File: config.mk
export PLATFORM = sky130hd
export DESIGN_NAME = e3_frame_alignment_fsm
export DESIGN_NICKNAME = d
export VERILOG_FILES = /design/src/hdl/e3_frame_pkg.sv /design/src/hdl/e3_frame_alignment_fsm.sv
export SDC_FILE = /design/constraint.sdc
export NUM_CORES = 1
export LEC_CHECK = 0
export ABC_AREA = 1
export BUFFER_PORTS_ARGS = -buffer_cell sky130_fd_sc_hd__buf_2
export CAP_MARGIN = 20
export CORE_ASPECT_RATIO = 0.75
export CORE_MARGIN = 3
export CORE_UTILIZATION = 30
export CTS_CLUSTER_DIAMETER = 120
export DETAILED_ROUTE_END_ITERATION = 12
export GPL_ROUTABILITY_DRIVEN = 0
export PLACE_DENSITY_LB_ADDON = 0.15
export SLEW_MARGIN = 20
export SYNTH_ARGS = -nofsm -noshare
export SYNTH_HDL_FRONTEND = slang
export SYNTH_SLANG_ARGS = --single-unit
File: constraint.sdc
create_clock -name clk -period 2.02 [get_ports clk]
set_input_delay 0.101 -clock clk [delete_from_list [all_inputs] [get_ports clk]]
set_output_delay 0.101 -clock clk [all_outputs]
set_load 0.02 [all_outputs]
File: src/hdl/e3_frame_pkg.sv
package e3_frame_pkg;

  // alignment word, first octet in the high byte
  localparam logic [7:0]  ALIGN_OCTET_FIRST  = 8'hF6;
  localparam logic [7:0]  ALIGN_OCTET_SECOND = 8'h28;
  localparam logic [15:0] ALIGN_WORD = {ALIGN_OCTET_FIRST, ALIGN_OCTET_SECOND};

  // frame geometry in link bits
  localparam int          FRAME_BYTES    = 537;
  localparam int          BITS_PER_BYTE  = 8;
  localparam int          BIT_CNT_W      = 13;
  localparam logic [BIT_CNT_W-1:0] FRAME_LAST_BIT =
    BIT_CNT_W'(FRAME_BYTES * BITS_PER_BYTE - 1);
  localparam logic [BIT_CNT_W-1:0] BIT_CNT_ZERO = 13'h0000;

  // frame-period limits
  localparam logic [2:0] BAD_FRAME_LIMIT = 3'h4;
  localparam logic [4:0] OOF_LIMIT_LONG  = 5'h18;
  localparam logic [4:0] OOF_LIMIT_SHORT = 5'h08;

  // register indices; byte address is four times the index
  localparam logic [7:0] IDX_IO_CONTROL      = 8'h01;
  localparam logic [7:0] IDX_RX_CONFIG_STAT  = 8'h11;
  localparam logic [7:0] IDX_RX_INT_STATUS   = 8'h14;
  localparam logic [7:0] IDX_FRM_ERR_HIGH    = 8'h52;
  localparam logic [7:0] IDX_FRM_ERR_LOW     = 8'h53;

  // field positions
  localparam int BIT_REFRAME         = 0;
  localparam int BIT_OOF_LIMIT_SEL   = 7;
  localparam int BIT_LOF_FLAG        = 6;
  localparam int BIT_OOF_FLAG        = 5;
  localparam int BIT_OOF_INT         = 3;
  localparam int BIT_LOF_INT         = 2;
  localparam int BYTE_LANE_LOW       = 0;

  // reset values
  localparam logic       RST_INDICATOR     = 1'b1;
  localparam logic       RST_LIMIT_SEL     = 1'b0;
  localparam logic [15:0] RST_ERR_COUNT    = 16'h0000;
  localparam logic [7:0] BYTE_ZERO         = 8'h00;
  localparam logic [31:0] WORD_ZERO        = 32'h0000_0000;

  typedef enum logic [1:0]
  {
    ST_SEARCH   = 2'b00,
    ST_VERIFY   = 2'b01,
    ST_IN_FRAME = 2'b10,
    ST_OOF      = 2'b11
  } frame_state_e;

endpackage

File: src/hdl/e3_frame_alignment_fsm.sv
`timescale 1ns/1ps

// Behaviour
// - hunt bitwise for alignment word, then verify
// - verify word one frame later, enter frame
// - failed verification returns to bitwise search
// - four consecutive bad frames enter out-of-frame
// - out-of-frame hunts while keeping old sync
// - in-frame to out-of-frame sets status bit 3
// - out-of-frame entry drives out-of-frame pin high
// - refind within limit returns in-frame, bit 3
// - exceeding limit moves to loss-of-frame
// - limit select bit: 24 or 8 frames
// - loss-of-frame drops sync, goes to search
// - loss-of-frame entry sets status bit 2
// - loss-of-frame entry drives loss pin high
// - acquisition sets status bits 2 and 3
// - in-frame entry drives both pins low
// - in-frame entry clears both status flags
// - count each alignment error, 16 bits
// - counter bytes clear on read, reset zero
// - start in search for F6 then 28
// - reframe bit write forces bitwise search
module e3_frame_alignment_fsm
  import e3_frame_pkg::*;
(
  input  wire logic        clk,
  input  wire logic        rst,
  input  wire logic        rx_line_clk,
  input  wire logic        rx_line_data,
  input  wire logic [9:0]  address,
  input  wire logic        read,
  input  wire logic        write,
  input  wire logic [31:0] writedata,
  input  wire logic [3:0]  byteenable,
  output logic      [31:0] readdata,
  output logic             waitrequest,
  output logic             out_of_frame_indicator,
  output logic             loss_of_frame_indicator,
  output logic             frame_start,
  output logic             frame_sync_valid
);

  function automatic logic reg_hit(input logic [9:0] addr,
                                   input logic [7:0] idx);
    reg_hit = (addr[9:2] == idx);
  endfunction

  frame_state_e         state;
  frame_state_e         next_state;
  logic                 clk_s1;
  logic                 clk_s2;
  logic                 clk_s3;
  logic                 data_s1;
  logic                 data_s2;
  logic                 bit_stb;
  logic [15:0]          shift;
  logic [15:0]          next_shift;
  logic                 word_ok;
  logic [BIT_CNT_W-1:0] bit_cnt;
  logic                 boundary;
  logic                 restart;
  logic [2:0]           bad_cnt;
  logic [4:0]           oof_cnt;
  logic [4:0]           oof_limit;
  logic                 oof_limit_sel;
  logic [15:0]          err_count;
  logic [15:0]          next_err_count;
  logic                 oof_int;
  logic                 lof_int;
  logic                 ev_acquire;
  logic                 ev_reacquire;
  logic                 ev_oof;
  logic                 ev_lof;
  logic                 ev_err;
  logic                 ev_reframe;
  logic                 req;
  logic                 take;
  logic                 rd_take;
  logic                 wr_take;
  logic [31:0]          rd_value;

  // link clock and data both pass two flops before any use
  always_ff @(posedge clk)
  begin
    if (rst)
    begin
      clk_s1  <= 1'b0;
      clk_s2  <= 1'b0;
      clk_s3  <= 1'b0;
      data_s1 <= 1'b0;
      data_s2 <= 1'b0;
    end
    else
    begin
      clk_s1  <= rx_line_clk;
      clk_s2  <= clk_s1;
      clk_s3  <= clk_s2;
      data_s1 <= rx_line_data;
      data_s2 <= data_s1;
    end
  end

  // data and clock share latency, so data_s2 is sampled at the edge
  assign bit_stb    = clk_s2 & ~clk_s3;
  assign next_shift = {shift[14:0], data_s2};
  assign word_ok    = (next_shift == ALIGN_WORD);
  assign boundary   = bit_stb & (bit_cnt == FRAME_LAST_BIT);
  assign oof_limit  = oof_limit_sel ? OOF_LIMIT_SHORT
                                    : OOF_LIMIT_LONG;

  always_ff @(posedge clk)
  begin
    if (rst)
      shift <= 16'h0000;
    else if (bit_stb)
      shift <= next_shift;
  end

  // bus handshake: one wait cycle, then completion
  assign req     = read | write;
  assign take    = req & ~waitrequest;
  // reads clear where readdata is captured, so no event slips between
  assign rd_take = read & waitrequest;
  assign wr_take = take & write;
  assign ev_reframe = wr_take & reg_hit(address, IDX_IO_CONTROL)
                    & byteenable[BYTE_LANE_LOW]
                    & writedata[BIT_REFRAME];

  always_comb
  begin
    next_state   = state;
    restart      = 1'b0;
    ev_acquire   = 1'b0;
    ev_reacquire = 1'b0;
    ev_oof       = 1'b0;
    ev_lof       = 1'b0;
    ev_err       = 1'b0;
    case (state)
      ST_SEARCH:
      begin
        if (bit_stb && word_ok)
        begin
          next_state = ST_VERIFY;
          restart    = 1'b1;
        end
      end
      ST_VERIFY:
      begin
        // no hunting here; only the word one frame on counts
        if (boundary)
        begin
          if (word_ok)
          begin
            next_state = ST_IN_FRAME;
            ev_acquire = 1'b1;
          end
          else
            next_state = ST_SEARCH;
        end
      end
      ST_IN_FRAME:
      begin
        if (boundary && !word_ok)
        begin
          ev_err = 1'b1;
          if (bad_cnt == BAD_FRAME_LIMIT - 3'h1)
          begin
            next_state = ST_OOF;
            ev_oof     = 1'b1;
          end
        end
      end
      ST_OOF:
      begin
        // hunt every bit; frame counter keeps the old sync meanwhile
        if (bit_stb && word_ok)
        begin
          next_state   = ST_IN_FRAME;
          ev_reacquire = 1'b1;
          restart      = 1'b1;
        end
        else if (boundary)
        begin
          ev_err = 1'b1;
          if (oof_cnt == oof_limit - 5'h01)
          begin
            next_state = ST_SEARCH;
            ev_lof     = 1'b1;
          end
        end
      end
      default:
        next_state = ST_SEARCH;
    endcase
    if (ev_reframe)
    begin
      next_state   = ST_SEARCH;
      restart      = 1'b0;
      ev_acquire   = 1'b0;
      ev_reacquire = 1'b0;
      ev_oof       = 1'b0;
      ev_lof       = 1'b0;
    end
  end

  always_ff @(posedge clk)
  begin
    if (rst)
      state <= ST_SEARCH;
    else
      state <= next_state;
  end

  always_ff @(posedge clk)
  begin
    if (rst)
      bit_cnt <= BIT_CNT_ZERO;
    else if (restart)
      bit_cnt <= BIT_CNT_ZERO;
    else if (bit_stb)
      bit_cnt <= (bit_cnt == FRAME_LAST_BIT) ? BIT_CNT_ZERO
                                             : bit_cnt + 13'h0001;
  end

  // consecutive bad frames while in frame
  always_ff @(posedge clk)
  begin
    if (rst)
      bad_cnt <= 3'h0;
    else if (state != ST_IN_FRAME || next_state != ST_IN_FRAME)
      bad_cnt <= 3'h0;
    else if (boundary)
      bad_cnt <= word_ok ? 3'h0 : bad_cnt + 3'h1;
  end

  // frame periods spent out of frame
  always_ff @(posedge clk)
  begin
    if (rst)
      oof_cnt <= 5'h00;
    else if (state != ST_OOF)
      oof_cnt <= 5'h00;
    else if (boundary)
      oof_cnt <= oof_cnt + 5'h01;
  end

  // pins and status flags are the same flops, so they cannot disagree
  always_ff @(posedge clk)
  begin
    if (rst)
    begin
      out_of_frame_indicator  <= RST_INDICATOR;
      loss_of_frame_indicator <= RST_INDICATOR;
    end
    else if (ev_reframe || ev_lof)
    begin
      out_of_frame_indicator  <= 1'b1;
      loss_of_frame_indicator <= 1'b1;
    end
    else if (ev_oof)
      out_of_frame_indicator  <= 1'b1;
    else if (ev_acquire || ev_reacquire)
    begin
      out_of_frame_indicator  <= 1'b0;
      loss_of_frame_indicator <= 1'b0;
    end
  end

  always_ff @(posedge clk)
  begin
    if (rst)
    begin
      frame_start      <= 1'b0;
      frame_sync_valid <= 1'b0;
    end
    else
    begin
      frame_start      <= boundary &&
                          (next_state == ST_IN_FRAME ||
                           next_state == ST_OOF);
      frame_sync_valid <= (next_state == ST_IN_FRAME) ||
                          (next_state == ST_OOF);
    end
  end

  // interrupt status: read clears, a same-cycle event still lands
  always_ff @(posedge clk)
  begin
    if (rst)
    begin
      oof_int <= 1'b0;
      lof_int <= 1'b0;
    end
    else
    begin
      if (ev_oof || ev_reacquire || ev_acquire || ev_reframe)
        oof_int <= 1'b1;
      else if (rd_take && reg_hit(address, IDX_RX_INT_STATUS))
        oof_int <= 1'b0;
      if (ev_lof || ev_acquire || ev_reframe)
        lof_int <= 1'b1;
      else if (rd_take && reg_hit(address, IDX_RX_INT_STATUS))
        lof_int <= 1'b0;
    end
  end

  always_ff @(posedge clk)
  begin
    if (rst)
      oof_limit_sel <= RST_LIMIT_SEL;
    else if (wr_take && reg_hit(address, IDX_RX_CONFIG_STAT) &&
             byteenable[BYTE_LANE_LOW])
      oof_limit_sel <= writedata[BIT_OOF_LIMIT_SEL];
  end

  // each byte clears on its own read; an error in that cycle survives
  always_comb
  begin
    next_err_count = err_count;
    if (rd_take && reg_hit(address, IDX_FRM_ERR_HIGH))
      next_err_count[15:8] = BYTE_ZERO;
    if (rd_take && reg_hit(address, IDX_FRM_ERR_LOW))
      next_err_count[7:0] = BYTE_ZERO;
    if (ev_err)
      next_err_count = next_err_count + 16'h0001;
  end

  always_ff @(posedge clk)
  begin
    if (rst)
      err_count <= RST_ERR_COUNT;
    else
      err_count <= next_err_count;
  end

  always_comb
  begin
    rd_value = WORD_ZERO;
    if (reg_hit(address, IDX_RX_CONFIG_STAT))
    begin
      rd_value[BIT_OOF_LIMIT_SEL] = oof_limit_sel;
      rd_value[BIT_LOF_FLAG]      = loss_of_frame_indicator;
      rd_value[BIT_OOF_FLAG]      = out_of_frame_indicator;
    end
    else if (reg_hit(address, IDX_RX_INT_STATUS))
    begin
      rd_value[BIT_OOF_INT] = oof_int;
      rd_value[BIT_LOF_INT] = lof_int;
    end
    else if (reg_hit(address, IDX_FRM_ERR_HIGH))
      rd_value[7:0] = err_count[15:8];
    else if (reg_hit(address, IDX_FRM_ERR_LOW))
      rd_value[7:0] = err_count[7:0];
  end

  // waitrequest drops for exactly one cycle per request
  always_ff @(posedge clk)
  begin
    if (rst)
    begin
      waitrequest <= 1'b1;
      readdata    <= WORD_ZERO;
    end
    else
    begin
      waitrequest <= ~(req & waitrequest);
      if (rd_take)
        readdata <= rd_value;
    end
  end

endmodule

# Word level (Yosys, flattened, before mapping)
# Index checks and enable logic that the tools add are counted.
# Widths: inputs -> output; s select.
# op_classes
n_eq_ne,17
n_reduce_logical,28
mux,48
n_addsub,5
bitwise_logic,14
# ops
op,n
$mux 8,4
$mux 1,24
$mux 2,11
$add 16x1->16 const B,1
$eq 16x16->1 const B,1
$eq 8x5->1 const B,2
$eq 8x7->1 const B,2
$mux 16,1
$add 13x1->13 const B,1
$eq 13x13->1 const B,1
$mux 13,1
$mux 5,2
$reduce_or 2->1,5
$and 1x1->1,9
$logic_or 1x1->1,9
$eq 2x2->1 const B,4
$eq 8x1->1 const B,1
$logic_and 1x1->1,8
$pmux 2 s4,1
$mux 3,2
$ne 2x2->1 const B,3
$add 5x1->5 const B,1
$eq 5x5->1,1
$sub 5x1->5 const B,1
12 further kinds,16
# word_totals
in_bits,52
output_inout_bits,37
word_cells,132
ff_bits,75

# Depth between registers and ports, before layout
# logic_depth
ltp_word,11
ltp_mapped,16

# Worst setup path before layout
# OpenSTA, ideal clock, no wires.
# synth_path
path_type,reg-to-reg
from,register waitrequest
to,register err_count[12]
path_stages_with_launch,15
setup_time_ns,0.117
arrival_time_ns,1.848
path_slack_ns,0.055
required_ns,1.903
path_cell_list,dfxtp_1 > nand2_1 > inv_1 > nand3_2 > buf_6 > nand2_2 > inv_1 > ha_1 > nand2_1 > nor2_1 > nand3_4 > nor2_4 > nand3_2 > o21ai_0 > nor2_1
# synth_via
elab_chain_len,5
elab_cells_between_ends,7
cone_classes,add/sub: 1; mux: 3; bitwise: 1; reduce/logical: 2
# synth_rtl
element,line_no,source
"start, declared",e3_frame_alignment_fsm.sv:37,"output logic waitrequest,"
"start signal, assigned",e3_frame_alignment_fsm.sv:367,waitrequest <= ~(req & waitrequest);
$and 1x1->1 (*),e3_frame_alignment_fsm.sv:124,assign rd_take = read & waitrequest;
"$logic_and 1x1->1, on equally long branches","e3_frame_alignment_fsm.sv:323, e3_frame_alignment_fsm.sv:321",
"$mux 8, on equally long branches","e3_frame_alignment_fsm.sv:323, e3_frame_alignment_fsm.sv:321",
$add 16x1->16,e3_frame_alignment_fsm.sv:326,next_err_count = next_err_count + 16'h0001;
$mux 16 (*),e3_frame_alignment_fsm.sv:325,if (ev_err)
"end signal, assigned",e3_frame_alignment_fsm.sv:334,err_count <= next_err_count;
"end, declared",e3_frame_alignment_fsm.sv:67,logic [15:0] err_count;
# Every way passes the cells marked *; elsewhere a longest branch is shown, timed or not.
# A chain may end at the register's enable or synchronous reset.

# Final worst setup path
# layout_path
from,input port read
to,register err_count[8]
# layout_via
elab_chain_len,5
elab_cells_between_ends,7
cone_classes,add/sub: 1; mux: 3; bitwise: 1; reduce/logical: 2
# layout_rtl
element,line_no,source
"start, declared",e3_frame_alignment_fsm.sv:32,"input wire logic read,"
$and 1x1->1 (*),e3_frame_alignment_fsm.sv:124,
"$logic_and 1x1->1, on equally long branches","e3_frame_alignment_fsm.sv:323, e3_frame_alignment_fsm.sv:321",
"$mux 8, on equally long branches","e3_frame_alignment_fsm.sv:323, e3_frame_alignment_fsm.sv:321",
$add 16x1->16,e3_frame_alignment_fsm.sv:326,
$mux 16 (*),e3_frame_alignment_fsm.sv:325,
# Marks and branches as above.

==> flow_summary.rst <==
.. list-table::
   :header-rows: 1

   * - Metric
     - Value
   * - Flops & latches, synth
     - 75
   * - Share of the cycle needed by the critical path after routing
     - 94.3%
   * - Area taken by flip-flops and latches
     - 1500 um2
   * - Maximum vdd ir drop
     - 0.410 mV
   * - Unrepaired setup endpoints after global routing
     - false
   * - Floorplan core area
     - 12500 um2
   * - Starting density of the core
     - 31.2%
   * - Portion of synthesized cell area occupied by the leading cell type
     - 38.4%
   * - Outcome
     - complete, no violations
   * - Cell variety after synth
     - 40
   * - Final setup fails
     - 0
   * - FFs w/ async S/R, synth
     - 0%
   * - Crit-path slowest cell
     - sky130_fd_sc_hd__dlygate4sd3_1
   * - Fraction of power consumed by combinational cells
     - 8.5%
   * - Post-Route Setup TNS
     - 0 ns
   * - Switch Pwr
     - 0.000865 W
   * - HPWL Detailed
     - 7030 um
   * - Overall routed net length
     - 9410 um
   * - Sequential share of the synthesized area
     - 38.4%
   * - Kind of start point of the critical path
     - input pin
   * - Final Max Tran Viols
     - 0
   * - Static Leakage
     - 1.97 nW
   * - Crit path required time
     - 2.29 ns
   * - Number of input and output port buffers inserted
     - 29
   * - Synthesized instance count
     - 552
   * - Cell at the root of the clock tree
     - sky130_fd_sc_hd__clkbuf_16
   * - TritonCTS clock tree
     - built
   * - Top Ports
     - 89
   * - Die height
     - 105 um
   * - Count of nets after finishing
     - 677
   * - Clk network pwr share
     - 48.8%
   * - Global Route met2 Usage
     - 18.0%
   * - Die Area
     - 14500 um2
   * - Number of sinks handled by clock tree synthesis
     - 75
   * - Achievable frequency
     - 525 MHz
   * - Overall via count from detail_route
     - 3598
   * - Post-layout total power
     - 0.00359 W
   * - Power Internal
     - 0.00273 W
   * - Proportion of layout cells with a drive suffix above 1
     - 18.0%
   * - Number of endpoints with negative hold slack in the final report
     - 0
   * - Worst-Skew Late Latency
     - 0.33 ns
   * - Largest fanout of any net on the critical path
     - 4
   * - Reg-to-reg setup timing slack
     - 0.14 ns
   * - Total area of multi-input combinational cells
     - 2040 um2
   * - Overall overflow remaining after global route
     - 0
   * - Max-slew headroom
     - 60.8%
   * - Part of the power in registers
     - 42.6%
   * - Global-route met1 utilization
     - 19.7%
   * - CP Buf/Inv Count
     - 5
   * - Pin slew with the least headroom to its limit
     - 0.583 ns
   * - Post-synthesis cell type with the largest combined area
     - sky130_fd_sc_hd__dfxtp_1
   * - Number of filler instances in the final layout
     - 1313
   * - Diode count
     - 0
   * - Detailed router's first-iteration violation count
     - 290
   * - Slowest cell delay on critical path
     - 0.54 ns
   * - Sequence of cells on the critical path
     - dlygate4sd3_1 > buf_2 > nand2_2 > inv_2 > nand3_2 > nand2_2 > inv_1 > ha_1 > nand2_1 > nor2_2 > nand3_4 > nor2_4 > buf_4 > nand2_1 > nand2_1 > nand2_1 > nor2_1
   * - Area Growth Syn to Fin
     - 22.0%
   * - Cell Area, Synth
     - 3910 um2
   * - Met3 Track Usage GR
     - 3.90%
   * - Number of antenna-violating nets in the routed design
     - 0
   * - Fin crit period
     - 1.91 ns
   * - Post-DR wirelength/cell
     - 12.0 um
   * - Critical path start-end classification
     - in2reg
   * - Kind of cell adding the most delay to the critical path
     - simple AND/OR/NAND/NOR gates
   * - First-pass GRT wire length
     - 15000 um
   * - Power per Cell Area
     - 753 nW/um2
   * - Antenna violations before repair
     - 0
   * - Vias in the first global route
     - 3151
   * - Switching portion of total power
     - 24.1%
   * - Cell types with the largest area share after synthesis
     - sky130_fd_sc_hd__dfxtp_1 (38%), sky130_fd_sc_hd__nand2_1 (9.6%), sky130_fd_sc_hd__nor2_1 (8.1%), sky130_fd_sc_hd__inv_1 (6.3%), sky130_fd_sc_hd__a21oi_1 (4.6%)
   * - Fin util
     - 38.1%
   * - Crit path arrival time
     - 2.18 ns
   * - Post-synth top flop
     - sky130_fd_sc_hd__dfxtp_1
   * - Average footprint of a synthesized cell
     - 7.08 um2
   * - Busiest layer in global routing
     - met1
   * - Max-cap check violation count
     - 0
   * - Worst clock skew
     - 0.00495 ns
   * - Number of remaining DRC errors
     - 0
   * - Number of H-tree levels
     - 3
   * - GRT Util Overall
     - 13.1%
   * - Overall die width
     - 138 um
   * - First-pass iteration count of the detailed router
     - 5
   * - Class of the most critical hold timing path
     - in2reg
   * - Number of warnings reported in the yosys synthesis log
     - 0
   * - Bufs on Longest Clock Path
     - 2
   * - Pin count of the biggest net entering global routing
     - 35
   * - Clock buffer count from CTS
     - 9
   * - Number of enable-type register cells in the synthesized netlist
     - 0
   * - Cell occurring most often along the worst timing path
     - sky130_fd_sc_hd__nand2_1
   * - Element type at the critical path end
     - flop
   * - Row count
     - 35
   * - Vias per inst
     - 4.57
   * - Reg clk slew, reported paths
     - 0.06 ns
## power groups by stage
| stage | Clock [W] | Combinational (W) | Sequential, W |
|---|---|---|---|
| global route | 0.00187 | 0.000343 | 0.00154 |
| finish | 0.00175 | 0.000307 | 0.00153 |
| detailed placement | 0 | 0.000294 | 0.00156 |
| global placement | 0 | 0.000292 | 0.00156 |
| CTS | 0.00181 | 0.000301 | 0.00153 |
| floorplan | 0 | 0.000229 | 0.00157 |
## registers in the layout, summed over array words and instances (netlist names)
signal	flops
waitrequest	1
oof_limit_sel	1
data_s2	1
clk_s2	1
readdata	8
frame_start	1
bad_cnt	3
data_s1	1
lof_int	1
bit_cnt	13
state	2
oof_int	1
clk_s3	1
oof_cnt	5
clk_s1	1
frame_sync_valid	1
out_of_frame_indicator	1
shift	15
err_count	16
loss_of_frame_indicator	1
## tightest hold or removal path, cell delays in order
cell                       delay, ns
sky130_fd_sc_hd__buf_2          0.10
sky130_fd_sc_hd__nor2_1         0.09
sky130_fd_sc_hd__a211oi_1       0.05
## layout make-up
| type | count | share of cell area, % |
|---|---|---|
| Clock buffer | 10 | 5.01 |
| Tap cell | 166 | 4.35 |
| Timing Repair Buffer | 66 | 9.07 |
| Multi-Input combinational cell | 396 | 42.8 |
| Sequential cell | 75 | 31.5 |
| Inverter | 68 | 5.35 |
| Clock inverter | 6 | 1.86 |
## Yosys cell counts, types with 3 or more instances
library cell	n
sky130_fd_sc_hd__xnor2_1	3
sky130_fd_sc_hd__a211oi_1	4
sky130_fd_sc_hd__dfxtp_1	75
sky130_fd_sc_hd__inv_1	66
sky130_fd_sc_hd__ha_1	9
sky130_fd_sc_hd__clkbuf_1	9
sky130_fd_sc_hd__nand2_2	3
sky130_fd_sc_hd__nor2_2	4
sky130_fd_sc_hd__nor3_1	10
sky130_fd_sc_hd__nand3_1	29
sky130_fd_sc_hd__nor2_4	5
sky130_fd_sc_hd__nand2_1	100
sky130_fd_sc_hd__o21ai_0	35
sky130_fd_sc_hd__buf_4	24
sky130_fd_sc_hd__xor2_1	4
sky130_fd_sc_hd__nand3_2	3
sky130_fd_sc_hd__nand4_1	18
sky130_fd_sc_hd__nor2_1	84
sky130_fd_sc_hd__a21oi_1	36
## what timing repair did
action / in CTS / in global routing
buffers inserted: 0 / 6
hold buffers: 4 / 0
gates resized for setup: 0 / 13
endpoints found under the hold margin: 3 / 0
setup endpoints to repair: 0 / 12
## cell families after synthesis
family / count (synthesis) / share of synthesized area (%)
AO/OA/AOI/OAI: 90 / 12.8
XOR/XNOR: 7 / 1.57
adder cells (fa/ha/maj): 9 / 2.88
buffers and inverters: 104 / 12.5
flip-flops: 75 / 38.4
other: 1 / 0.0959
AND/OR/NAND/NOR: 266 / 31.7
## per-stage QoR
step	hold slack (ns)	setup slack, ns	cells	instance area (um2)
after floorplan	0.170	0.0546	575	4000
after global placement	0.306	0.132	761	4320
after detailed placement	0.306	0.120	761	4320
after CTS	0.0301	0.00825	781	4680
after global routing	0.0693	0.00226	787	4770
final	0.0498	0.115	787	4770
## layer usage
layer / vias to the layer above / routed length, um
met5: - / 0
met4: 0 / 107
met3: 10 / 560
met2: 81 / 3670
met1: 1628 / 5070
li1: 1879 / -
## worst paths after layout
| kind | end | depth (start not counted) | from |
|---|---|---|---|
| worst min-delay path | oof_limit_sel | 3 | writedata[7] |
| worst max-delay path | err_count[8] | 17 | read |
| worst min register to register | clk_s2 | 2 | clk_s1 |
| worst max register to register | bad_cnt[1] | 11 | bit_cnt[0] |
## cell usage in the layout, fill, tap and decap left out, types with 2 or more instances in the layout
cell / n
sky130_fd_sc_hd__bufinv_16: 2
sky130_fd_sc_hd__nand3_2: 2
sky130_fd_sc_hd__buf_2: 29
sky130_fd_sc_hd__nor2_1: 82
sky130_fd_sc_hd__nand4_1: 18
sky130_fd_sc_hd__inv_1: 65
sky130_fd_sc_hd__nor2_4: 6
sky130_fd_sc_hd__dlygate4sd3_1: 4
sky130_fd_sc_hd__a211oi_1: 4
sky130_fd_sc_hd__clkinvlp_4: 2
sky130_fd_sc_hd__nand2_2: 4
sky130_fd_sc_hd__dfxtp_1: 73
sky130_fd_sc_hd__o211ai_1: 2
sky130_fd_sc_hd__o21bai_1: 2
sky130_fd_sc_hd__inv_2: 3
sky130_fd_sc_hd__clkbuf_16: 9
sky130_fd_sc_hd__nand3_4: 4
sky130_fd_sc_hd__a21oi_1: 36
sky130_fd_sc_hd__buf_4: 33
sky130_fd_sc_hd__nor3_1: 10
sky130_fd_sc_hd__o21ai_0: 34
sky130_fd_sc_hd__dfxtp_2: 2
sky130_fd_sc_hd__ha_1: 8
sky130_fd_sc_hd__nand3_1: 28
sky130_fd_sc_hd__nor2_2: 5
sky130_fd_sc_hd__nand2_1: 99
sky130_fd_sc_hd__conb_1: 24
sky130_fd_sc_hd__a31oi_1: 2
sky130_fd_sc_hd__or2_2: 2
sky130_fd_sc_hd__xnor2_1: 3
sky130_fd_sc_hd__o22ai_1: 2
sky130_fd_sc_hd__nor3b_1: 2
sky130_fd_sc_hd__xor2_1: 4
sky130_fd_sc_hd__o221a_2: 2
Note: power is estimated with default switching activity, not from simulation.
